===== config.mk =====
export PLATFORM = sky130hd
export DESIGN_NAME = fbmc_mode_ctrl
export DESIGN_NICKNAME = d
export VERILOG_FILES = /design/src/core/fbmc_pkg.sv /design/src/core/fbmc_irq_gap.sv /design/src/core/fbmc_mode_ctrl.sv
export SDC_FILE = /design/constraint.sdc
export NUM_CORES = 1
export LEC_CHECK = 0
export BUFFER_PORTS_ARGS = -buffer_cell sky130_fd_sc_hd__clkbuf_2
export CAP_MARGIN = 20
export CORE_MARGIN = 3
export CORE_UTILIZATION = 53
export CTS_BUF_LIST = sky130_fd_sc_hd__clkbuf_8
export DETAILED_ROUTE_END_ITERATION = 8
export PLACE_DENSITY = 0.8
export SLEW_MARGIN = 20
export SYNTH_ARGS = -nofsm -noshare
export SYNTH_HDL_FRONTEND = slang
export SYNTH_HIERARCHICAL = 1
export SYNTH_SLANG_ARGS = --single-unit

===== constraint.sdc =====
create_clock -name clock -period 3.7 [get_ports clock]
set_input_delay 0.74 -clock clock [delete_from_list [all_inputs] [get_ports clock]]
set_output_delay 0.74 -clock clock [all_outputs]
set_load 0.03 [all_outputs]

===== src/core/fbmc_pkg.sv =====
// Constants and types shared by the fieldbus mode control register bank.
// Function
// - Run control register has a set address and a clear address, one bits act.
// - Setting user watchdog reload reloads the user watchdog counter with its preset.
// - Config accept swaps config buffers only when swap enable bit is one.
// - Drop-link request forces link state machine to await-parameters, then self-clears.
// - Offline request finishes current request, enters Offline, then self-clears.
// - Interrupt-end bit deactivates interrupt output, then self-clears.
// - After deactivation, interrupt stays off for 1 us or 1 ms gap.
// - Run bit moves Offline to passive, starts timers, clears offline request.
// - RAM size select picks 2K bytes at zero, 4K bytes at one.
// - Parameter reserved-check-off at one skips reserved bit checks of parameters.
// - Sync polarity zero gives negative pulse, one gives positive pulse.
// - Sync enable one enables sync pulse generation, zero disables it.
// - Exchange-pin bit routes output-data event to pin when sync disabled.
// - With exchange-on-change zero, filter zero raises event only for nonzero length; one after every telegram.
// - Control reserved-check-off at one skips reserved bit checks of control telegrams.
// - Control-event-every resets to one; one raises event on every control telegram.
// - Exchange-on-change one raises event only when received data differs.
// - With every-bit zero, command-change bit picks command change or any change.
package fbmc_pkg;
  localparam logic [7:0] FBMC_ADDR_RUN_SET = 8'h08;
  localparam logic [7:0] FBMC_ADDR_RUN_CLR = 8'h09;
  localparam logic [7:0] FBMC_ADDR_CFG_B = 8'h0C;
  localparam logic [7:0] FBMC_ADDR_CFG_C = 8'h12;
  localparam logic [7:0] FBMC_ADDR_STATUS = 8'h40;
  localparam int FBMC_RUN_BIT = 0;
  localparam int FBMC_IRQ_END_BIT = 1;
  localparam int FBMC_OFFLINE_BIT = 2;
  localparam int FBMC_DROP_BIT = 3;
  localparam int FBMC_SWAP_BIT = 4;
  localparam int FBMC_WDOG_BIT = 5;
  localparam int FBMC_B_RAM = 7;
  localparam int FBMC_B_PRM_CHK = 6;
  localparam int FBMC_B_SYNC_POL = 5;
  localparam int FBMC_B_SYNC_ENA = 4;
  localparam int FBMC_B_EXCH_PIN = 3;
  localparam int FBMC_B_EXCH_FILT = 2;
  localparam int FBMC_B_CTRL_CHK = 1;
  localparam int FBMC_B_CTRL_EVERY = 0;
  localparam int FBMC_C_EXCH_CHG = 1;
  localparam int FBMC_C_CTRL_CMD = 0;
  localparam logic [5:0] FBMC_RUN_MASK = 6'h3F;
  localparam logic [7:0] FBMC_RUN_RESET = 8'h00;
  localparam logic [7:0] FBMC_CFG_B_RESET = 8'h01;
  localparam logic [1:0] FBMC_CFG_C_RESET = 2'h0;
  localparam int FBMC_CLK_MHZ = 100;
  localparam int FBMC_GAP_SHORT_US = 1;
  localparam int FBMC_GAP_LONG_MS = 1;
  localparam int FBMC_GAP_SHORT_CYC = FBMC_GAP_SHORT_US * FBMC_CLK_MHZ;
  localparam int FBMC_GAP_LONG_CYC = FBMC_GAP_LONG_MS * 1000 * FBMC_CLK_MHZ;
  typedef enum logic [1:0] {FBMC_OFFLINE, FBMC_PASSIVE, FBMC_BUSY} fbmc_mode_t;
endpackage


===== src/core/fbmc_irq_gap.sv =====
// Interrupt output with end-of-interrupt release and an inactive gap timer.
`timescale 1ns/1ps
module fbmc_irq_gap
  import fbmc_pkg::*;
#(
  parameter int GAP_LONG = FBMC_GAP_LONG_CYC
) (
  input wire logic clock,
  input wire logic reset_n,
  input wire logic irq_pending,
  input wire logic irq_end,
  input wire logic gap_base,
  output logic irq_out,
  output logic gap_busy
);
  initial begin
    if (GAP_LONG < FBMC_GAP_SHORT_CYC || GAP_LONG > 262143) begin
      $error("fbmc_irq_gap: GAP_LONG out of range");
    end
  end

  logic [17:0] gap_cnt_r;
  logic irq_r;

  assign irq_out = irq_r;
  assign gap_busy = (gap_cnt_r != 18'h00000);

  // Interrupt is dropped on end request and rises only when the gap has run out.
  always_ff @(posedge clock or negedge reset_n) begin
    if (!reset_n) begin
      irq_r <= 1'b0;
    end else if (irq_end) begin
      irq_r <= 1'b0;
    end else if (irq_pending && !gap_busy) begin
      irq_r <= 1'b1;
    end
  end

  // Gap counter loads with the chosen inactive time when the output drops.
  always_ff @(posedge clock or negedge reset_n) begin
    if (!reset_n) begin
      gap_cnt_r <= 18'h00000;
    end else if (irq_end) begin
      gap_cnt_r <= gap_base ? 18'(GAP_LONG) : 18'(FBMC_GAP_SHORT_CYC);
    end else if (gap_busy) begin
      gap_cnt_r <= gap_cnt_r - 18'h00001;
    end
  end
endmodule // fbmc_irq_gap


===== src/core/fbmc_mode_ctrl.sv =====
// Mode control register bank: run control, offline configuration and event steering.
//
// Local design decision: the address-and-strobe port.
`timescale 1ns/1ps
module fbmc_mode_ctrl
  import fbmc_pkg::*;
#(
  parameter int GAP_LONG = FBMC_GAP_LONG_CYC,
  parameter int WDOG_W = 16
) (
  input wire logic clock,
  input wire logic reset_n,
  input wire logic [7:0] reg_addr,
  input wire logic [7:0] reg_wdata,
  input wire logic reg_wr,
  input wire logic reg_rd,
  output logic [7:0] reg_rdata,
  input wire logic [WDOG_W-1:0] user_wdog_preset,
  input wire logic request_busy,
  input wire logic cfg_accept_cmd,
  input wire logic exch_telegram,
  input wire logic [7:0] out_buf_len,
  input wire logic exch_data_differs,
  input wire logic sync_telegram_in,
  input wire logic ctrl_telegram,
  input wire logic ctrl_changed,
  input wire logic ctrl_cmd_changed,
  input wire logic irq_pending,
  input wire logic irq_gap_base,
  output logic irq_out,
  output logic [WDOG_W-1:0] user_wdog_counter,
  output logic cfg_swap,
  output logic link_to_await_prm,
  output logic timers_start,
  output logic offline_state,
  output logic ram_size_select,
  output logic prm_reserved_check_off,
  output logic sync_pol,
  output logic sync_ena,
  output logic ctrl_reserved_check_off,
  output logic out_data_event,
  output logic exchange_pin,
  output logic ctrl_telegram_event
);
  initial begin
    if (WDOG_W < 1 || WDOG_W > 32) begin
      $error("fbmc_mode_ctrl: WDOG_W out of range");
    end
  end

  fbmc_mode_t mode_r;
  logic [5:0] run_r;
  logic [7:0] cfg_b_r;
  logic [1:0] cfg_c_r;
  logic [WDOG_W-1:0] wdog_r;
  logic cfg_swap_r;
  logic drop_r;
  logic start_r;
  logic oded_r;
  logic exch_pin_r;
  logic ctrl_ev_r;
  logic [7:0] rdata_r;
  logic sync_s1_r;
  logic sync_s2_r;
  logic set_wr;
  logic clr_wr;
  logic [5:0] set_bits;
  logic [5:0] clr_bits;
  logic irq_end_req;
  logic exch_event;
  logic ctrl_event;
  logic unused_gap;

  // Picks the write-one bits for the set and clear addresses.
  function automatic logic [5:0] run_bits(input logic hit, input logic [7:0] data);
    run_bits = hit ? (data[5:0] & FBMC_RUN_MASK) : 6'h00;
  endfunction

  assign set_wr = reg_wr && (reg_addr == FBMC_ADDR_RUN_SET);
  assign clr_wr = reg_wr && (reg_addr == FBMC_ADDR_RUN_CLR);
  assign set_bits = run_bits(set_wr, reg_wdata);
  assign clr_bits = run_bits(clr_wr, reg_wdata);
  assign irq_end_req = set_bits[FBMC_IRQ_END_BIT];

  // Run control bits; command bits self-clear once the device acts on them.
  always_ff @(posedge clock or negedge reset_n) begin
    if (!reset_n) begin
      run_r <= FBMC_RUN_RESET[5:0];
    end else begin
      run_r <= ((run_r & ~clr_bits) | set_bits);
      if (run_r[FBMC_WDOG_BIT]) begin
        run_r[FBMC_WDOG_BIT] <= set_bits[FBMC_WDOG_BIT];
      end
      if (run_r[FBMC_IRQ_END_BIT]) begin
        run_r[FBMC_IRQ_END_BIT] <= set_bits[FBMC_IRQ_END_BIT];
      end
      if (run_r[FBMC_DROP_BIT]) begin
        run_r[FBMC_DROP_BIT] <= set_bits[FBMC_DROP_BIT];
      end
      if (run_r[FBMC_OFFLINE_BIT] && !request_busy && mode_r != FBMC_OFFLINE) begin
        run_r[FBMC_OFFLINE_BIT] <= set_bits[FBMC_OFFLINE_BIT];
      end
      if (run_r[FBMC_RUN_BIT] && mode_r == FBMC_OFFLINE) begin
        run_r[FBMC_OFFLINE_BIT] <= set_bits[FBMC_OFFLINE_BIT];
      end
    end
  end

  // Operating state: Offline, passive listening, or serving a request.
  always_ff @(posedge clock or negedge reset_n) begin
    if (!reset_n) begin
      mode_r <= FBMC_OFFLINE;
    end else begin
      case (mode_r)
        FBMC_OFFLINE: begin
          if (run_r[FBMC_RUN_BIT]) begin
            mode_r <= FBMC_PASSIVE;
          end
        end
        FBMC_PASSIVE: begin
          if (run_r[FBMC_OFFLINE_BIT] && !request_busy) begin
            mode_r <= FBMC_OFFLINE;
          end else if (request_busy) begin
            mode_r <= FBMC_BUSY;
          end
        end
        FBMC_BUSY: begin
          if (!request_busy) begin
            mode_r <= run_r[FBMC_OFFLINE_BIT] ? FBMC_OFFLINE : FBMC_PASSIVE;
          end
        end
        default: begin
          mode_r <= FBMC_OFFLINE;
        end
      endcase
    end
  end

  // Timer start pulse on leaving Offline.
  always_ff @(posedge clock or negedge reset_n) begin
    if (!reset_n) begin
      start_r <= 1'b0;
    end else begin
      start_r <= (mode_r == FBMC_OFFLINE) && run_r[FBMC_RUN_BIT];
    end
  end

  // Offline configuration registers accept writes only while Offline.
  always_ff @(posedge clock or negedge reset_n) begin
    if (!reset_n) begin
      cfg_b_r <= FBMC_CFG_B_RESET;
      cfg_c_r <= FBMC_CFG_C_RESET;
    end else if (reg_wr && mode_r == FBMC_OFFLINE) begin
      if (reg_addr == FBMC_ADDR_CFG_B) begin
        cfg_b_r <= reg_wdata;
      end
      if (reg_addr == FBMC_ADDR_CFG_C) begin
        cfg_c_r <= reg_wdata[1:0];
      end
    end
  end

  // User watchdog counter reloads on request and otherwise counts down.
  always_ff @(posedge clock or negedge reset_n) begin
    if (!reset_n) begin
      wdog_r <= '0;
    end else if (run_r[FBMC_WDOG_BIT]) begin
      wdog_r <= user_wdog_preset;
    end else if (wdog_r != '0) begin
      wdog_r <= wdog_r - 1'b1;
    end
  end

  // Config swap and link drop pulses.
  always_ff @(posedge clock or negedge reset_n) begin
    if (!reset_n) begin
      cfg_swap_r <= 1'b0;
      drop_r <= 1'b0;
    end else begin
      cfg_swap_r <= cfg_accept_cmd && run_r[FBMC_SWAP_BIT];
      drop_r <= run_r[FBMC_DROP_BIT];
    end
  end

  // Sync telegram input is from another domain and is synchronised first.
  always_ff @(posedge clock or negedge reset_n) begin
    if (!reset_n) begin
      sync_s1_r <= 1'b0;
      sync_s2_r <= 1'b0;
    end else begin
      sync_s1_r <= sync_telegram_in;
      sync_s2_r <= sync_s1_r;
    end
  end

  // Output-data and control telegram event filtering.
  always_comb begin
    if (cfg_c_r[FBMC_C_EXCH_CHG]) begin
      exch_event = exch_telegram && exch_data_differs;
    end else if (cfg_b_r[FBMC_B_EXCH_FILT]) begin
      exch_event = exch_telegram;
    end else begin
      exch_event = exch_telegram && (out_buf_len != 8'h00);
    end
    if (cfg_b_r[FBMC_B_CTRL_EVERY]) begin
      ctrl_event = ctrl_telegram;
    end else if (cfg_c_r[FBMC_C_CTRL_CMD]) begin
      ctrl_event = ctrl_telegram && ctrl_cmd_changed;
    end else begin
      ctrl_event = ctrl_telegram && ctrl_changed;
    end
  end

  // Event outputs and exchange pin; the pin event waits for a sync telegram.
  always_ff @(posedge clock or negedge reset_n) begin
    if (!reset_n) begin
      oded_r <= 1'b0;
      ctrl_ev_r <= 1'b0;
      exch_pin_r <= 1'b0;
    end else begin
      oded_r <= exch_event;
      ctrl_ev_r <= ctrl_event;
      if (!cfg_b_r[FBMC_B_EXCH_PIN] || cfg_b_r[FBMC_B_SYNC_ENA]) begin
        exch_pin_r <= 1'b0;
      end else if (sync_s2_r) begin
        exch_pin_r <= oded_r || exch_event;
      end
    end
  end

  // Read data: run control at either address, status at its own address.
  always_ff @(posedge clock or negedge reset_n) begin
    if (!reset_n) begin
      rdata_r <= 8'h00;
    end else if (reg_rd) begin
      case (reg_addr)
        FBMC_ADDR_RUN_SET, FBMC_ADDR_RUN_CLR: rdata_r <= {2'h0, run_r};
        FBMC_ADDR_STATUS: rdata_r <= {6'h00, unused_gap, mode_r != FBMC_OFFLINE};
        default: rdata_r <= 8'h00;
      endcase
    end else begin
      rdata_r <= 8'h00;
    end
  end

  fbmc_irq_gap #(
    .GAP_LONG(GAP_LONG)
  ) u_irq_gap (
    .clock(clock),
    .reset_n(reset_n),
    .irq_pending(irq_pending),
    .irq_end(irq_end_req),
    .gap_base(irq_gap_base),
    .irq_out(irq_out),
    .gap_busy(unused_gap)
  );

  assign reg_rdata = rdata_r;
  assign user_wdog_counter = wdog_r;
  assign cfg_swap = cfg_swap_r;
  assign link_to_await_prm = drop_r;
  assign timers_start = start_r;
  assign offline_state = (mode_r == FBMC_OFFLINE);
  assign ram_size_select = cfg_b_r[FBMC_B_RAM];
  assign prm_reserved_check_off = cfg_b_r[FBMC_B_PRM_CHK];
  assign sync_pol = cfg_b_r[FBMC_B_SYNC_POL];
  assign sync_ena = cfg_b_r[FBMC_B_SYNC_ENA];
  assign ctrl_reserved_check_off = cfg_b_r[FBMC_B_CTRL_CHK];
  assign out_data_event = oded_r;
  assign exchange_pin = exch_pin_r;
  assign ctrl_telegram_event = ctrl_ev_r;
endmodule // fbmc_mode_ctrl


== Word level (Yosys, flattened, before mapping) ==
Cells that the tools add are included.

* $add $sub $neg: 2
* Equal/unequal tests: 10
* Mux-type cells: 28
* Bitwise operators: 3
* Reduce and logical (&&, ||, !) cells: 30

{| class="wikitable"
|+ Operators with widths
! kind !! number
|-
| two-way mux 18 bit || 2
|-
| two-way mux 16 bit || 2
|-
| == test 8 x 4 -> 1 bit (second input constant) || 3
|-
| two-way mux 6 bit || 3
|-
| nonzero test 18 bit || 1
|-
| subtractor 18 x 1 -> 18 bit (second input constant) || 1
|-
| two-way mux 17 bit || 1
|-
| nonzero test 16 bit || 1
|-
| subtractor 16 x 1 -> 16 bit (second input constant) || 1
|-
| two-way mux 1 bit || 14
|-
| logical AND 1 bit || 12
|-
| case mux 6 bit (2 select lines) || 1
|-
| nonzero test 2 bit || 5
|-
| == test 8 x 5 -> 1 bit (second input constant) || 1
|-
| == test 8 x 7 -> 1 bit (second input constant) || 1
|-
| two-way mux 2 bit || 4
|-
| nonzero test 8 bit || 1
|-
| AND 6 bit || 1
|-
| inverter 6 bit || 1
|-
| OR 6 bit || 1
|-
| case mux 2 bit (3 select lines) || 1
|-
| AND reduction 2 bit || 2
|-
| logical NOT 1 bit || 3
|-
| != test 3 bit (second input constant) || 1
|-
| other kinds (8) || 9
|}

* Register bits after elaboration: 67
* Output and inout port bits: 37

== Logic depth before layout (Yosys ltp) ==
* Depth after elaboration: 8
* Depth in mapped cells: 8
* Depth with buffers taken out: 8

== Hierarchy ==
Netlist, hierarchy kept.

{| class="wikitable"
|+ By module, submodules not included
! module !! times used !! cells each !! area an instance (um^2)
|-
| fbmc_mode_ctrl || 1 || 211 || 2,263.4
|-
| fbmc_irq_gap || 1 || 115 || 1,156.1
|}

== Worst setup path before layout ==
No wires, ideal clock.

* Path kind: register to register
* Start point: register wdog_r[6] (netlist: user_wdog_counter[6])
* End point: register wdog_r[1] (netlist: user_wdog_counter[1])
* Library setup time: 0.079 ns
* Arrival time: 2.263 ns
* Setup slack: 1.358 ns
* Stages on the path, launching flop included: 7
* Cells stage by stage: dfrtp_1 or4_1 buf_2 or3_4 nor4_4 buf_6 mux2i_1

* Cells in the longest elaborated chain, start to end: 2

{| class="wikitable"
|+ Ends and longest elaborated chain
! item !! line !! RTL
|-
| start: declaration || fbmc_mode_ctrl.sv:55 || <nowiki>logic [WDOG_W-1:0] wdog_r;</nowiki>
|-
| start signal: assignment || fbmc_mode_ctrl.sv:168 || <nowiki>wdog_r <= user_wdog_preset;</nowiki>
|-
| start signal: assignment || fbmc_mode_ctrl.sv:170 || <nowiki>wdog_r <= wdog_r - 1'b1;</nowiki>
|-
| nonzero test 16 bit || fbmc_mode_ctrl.sv:169 || <nowiki>end else if (wdog_r != '0) begin</nowiki>
|-
| nonzero test 2 bit (no line) || n/a ||
|}

No other way between the ends.
A chain may end at the register's enable or synchronous reset.

== Worst setup path in the final report ==
* Start point: register wdog_r[5] (netlist: user_wdog_counter[5])
* End point: register wdog_r[4] (netlist: user_wdog_counter[4])

Same word-level chain as after synthesis.

==> results.toml <==
[floorplanning]
dieArea_sq_mm = 0.00745
io_pins = 91
die_h_um = 86.3
coreArea_sq_mm = 0.00610
initial_core_util_pct = 56.1
num_rows = 28
die_w_um = 86.3

[synth]
ys_ff_latch = 67
synth_commonest_cells = "66 x dfrtp_1, 30 x nor2_1, 21 x nand2_1"
dominantRegCellSynth = "dfrtp_1"
synth_cells = 326
synth_area_leaders = "dfrtp_1 48%, mux2_2 4.0%, nor2_1 3.3%, nor3_1 2.3%, nand2_1 2.3%"
yosysWarnings = 6
ys_seq_area_share_pct = 49.1
yosysUniqueCellTypes = 62
synth_area_sq_mm = 0.00342
async_reset_ff_share_pct = 100
yosysMostFrequentCell = "dfrtp_1"
synth_edf_count = 0
synth_top_area_cell = "dfrtp_1"
synthDominantCellAreaShare_pct = 48.3
syn_area_per_cell_sq_um = 10.5

[worst_setup_path]
r2r_slack_ns = 1.07
crit_fanout = 14
r2r_start = "user_wdog_counter[5]$_DFFE_PN0P_"
timing.rr.end = "user_wdog_counter[4]$_DFFE_PN0P_"
setup.worst_path.end_class = "register"
arrival_ns = 2.80
cp-start-kind = "register"
worst_r2r_path_depth = 4
worst_path_max_delay_cell = "nor4_4"
critPathMaxStageDelay_ns = 0.73
critical_path_class = "register to register"
crit_chain = "or4_1, or3_4, nor4_4, a2111oi_0"
worstPathRequired_ns = 3.87

[cts]
cts_buffer_depth = 2
cts-resized-gates = 0
postCtsSetupBuffers = 0
cts-root-buf = "clkbuf_8"
cts_max_level = 3
clkLatencyLatePin_ns = 0.34
cts_tree = "yes"
cts_buffers = 9
cts_sinks = 67
hold_buffers = 0
path_clk_slew_ns = 0.08

[placed_design]
place_inst = 479
port_buffers = 88
dp_hpwl_mm = 5.51
place_ws_ns = 0.890
dpl-instance-area_sq_mm = 0.00390
gp_congestion = 0.860

[layout]
postLayoutCoreUtil_pct = 67.1
syn2layout_area_growth_pct = 19.6
fin_cells = 495
diodes = 0
layout.nets = 471
stdcell_area_sq_mm = 0.00409
drive_above_1_share_pct = 32.9

[power_and_ir_drop]
finalPower_mw = 2.26
vdd_drop_max_mv = 0.419
power.density_mw_per_mm2 = 552
power_leakage_nw = 1.91

[sta]
period_minus_slack_ns = 2.63
setup_viol = 0
fin_setup_tns_ns = 0
fmax_ghz = 0.381
finalMaxSlewViolations = 0
finalCritPeriodShare_pct = 71.0
hold_viol_final = 0
whs_ns = 0.352
grt_setup_unrepaired = "false"
fin_skew_ns = 0.00948
relSlewSlack_pct = 46.4
layout_setup_ws_ns = 1.07
worst_pin_slew_ns = 0.798

[global_routing]
antenna_found_initial = 0
grt_pass1_wl_mm = 12.9
grt_max_degree = 47
grt_overflow = 0
grt_pass1_vias = 2754
track_usage_pct = 21.8

[status]
status = "completed"

[detailed_routing]
remaining_drc_errors = 0
drt_iter0_drc = 215
firstDrtPassIters = 4
num_vias = 2874
drtAntennaViolNets = 0
viasPerCell = 5.81
wire_per_inst_um = 15.4
finalWirelength_mm = 7.61

[hold_path]
min_path_type = "input port to async pin"

[flow_run]
cap_violations = 0
==> layout make-up <==
type / instances / area, sq um
timing repair buffer: 91 / 463
sequential: 67 / 1680
fill: 495 / 2010
clock inverter: 6 / 48.8
tap: 75 / 93.8
clock buffer: 10 / 138
inverter: 14 / 52.6
multi-input combinational: 232 / 1620
==> critical path: cells and delay by family, from the launching register on <==
family,cells,cell delay (ns)
and+or+nand+nor,3,1.80
DFF,1,0.48
AOI/OAI and AO/OA,1,0.18
==> sequential cells by signal (all words and copies together), names as in the netlist <==
name / flops
u_irq_gap/gap_cnt_r: 18
sync_s2_r: 1
mode_r: 2
sync_s1_r: 1
timers_start: 1
cfg_swap: 1
ctrl_telegram_event: 1
out_data_event: 1
u_irq_gap/irq_out: 1
cfg_b_r: 8
exchange_pin: 1
run_r: 6
user_wdog_counter: 16
link_to_await_prm: 1
cfg_c_r: 2
reg_rdata: 6
==> power breakdown <==
group	internal, mW	leakage (nW)	total, mW	switching [mW]
logic	0.254	0.988	0.630	0.376
clock network	0.267	0.0855	0.565	0.298
registers	0.864	0.834	1.06	0.198
total	1.38	1.91	2.26	0.872
==> layout by cell type (no fill, tap or decap), types with 6 or more instances in the layout <==
| master | n |
|---|---|
| clkbuf_2 | 87 |
| dfrtp_1 | 66 |
| nor2_1 | 30 |
| nand2_1 | 21 |
| nor3_1 | 16 |
| inv_1 | 13 |
| mux2_2 | 12 |
| nor4_1 | 11 |
| and2_1 | 10 |
| a211oi_1 | 10 |
| clkbuf_8 | 10 |
| a21oi_1 | 9 |
| xnor2_1 | 8 |
| nor2b_1 | 6 |
| mux2i_1 | 6 |
| or4_1 | 6 |
==> logic make-up (layout without fill, tap and decap cells) <==
kind of cell | after synthesis | in the layout | share of synthesized area, %
AOI/OAI and AO/OA | 56 | 56 | 12.3
xor gates and xnor gates | 10 | 10 | 2.56
adders and majority gates | 2 | 2 | 0.732
buffers and inverters | 28 | 121 | 3.77
DFF | 67 | 67 | 49.1
muxes | 20 | 20 | 6.37
other | 1 | 2 | 0.110
and+or+nand+nor | 142 | 142 | 25.1
==> per-layer routing <==
layer	GRT usage, %	routed length [um]	vias up
li1	-	-	1385
met1	29.9	3420	1363
met2	33.5	3570	118
met3	5.51	543	8
met4	7.79	82	0
met5	0	0	-
==> worst max path at each step <==
stage                                                 from  depth (start not counted)                                   to
after detailed placement                       reg_addr[2]                          8  u_irq_gap/gap_cnt_r[17]$_DFFE_PN0P_
after floorplan           user_wdog_counter[6]$_DFFE_PN0P_                          6     user_wdog_counter[1]$_DFFE_PN0P_
final                     user_wdog_counter[5]$_DFFE_PN0P_                          4     user_wdog_counter[4]$_DFFE_PN0P_
after CTS                 user_wdog_counter[6]$_DFFE_PN0P_                          4     user_wdog_counter[4]$_DFFE_PN0P_
after global placement                         reg_addr[2]                          8  u_irq_gap/gap_cnt_r[17]$_DFFE_PN0P_
after global routing      user_wdog_counter[6]$_DFFE_PN0P_                          4     user_wdog_counter[4]$_DFFE_PN0P_
(Power assumes the default switching activity.)
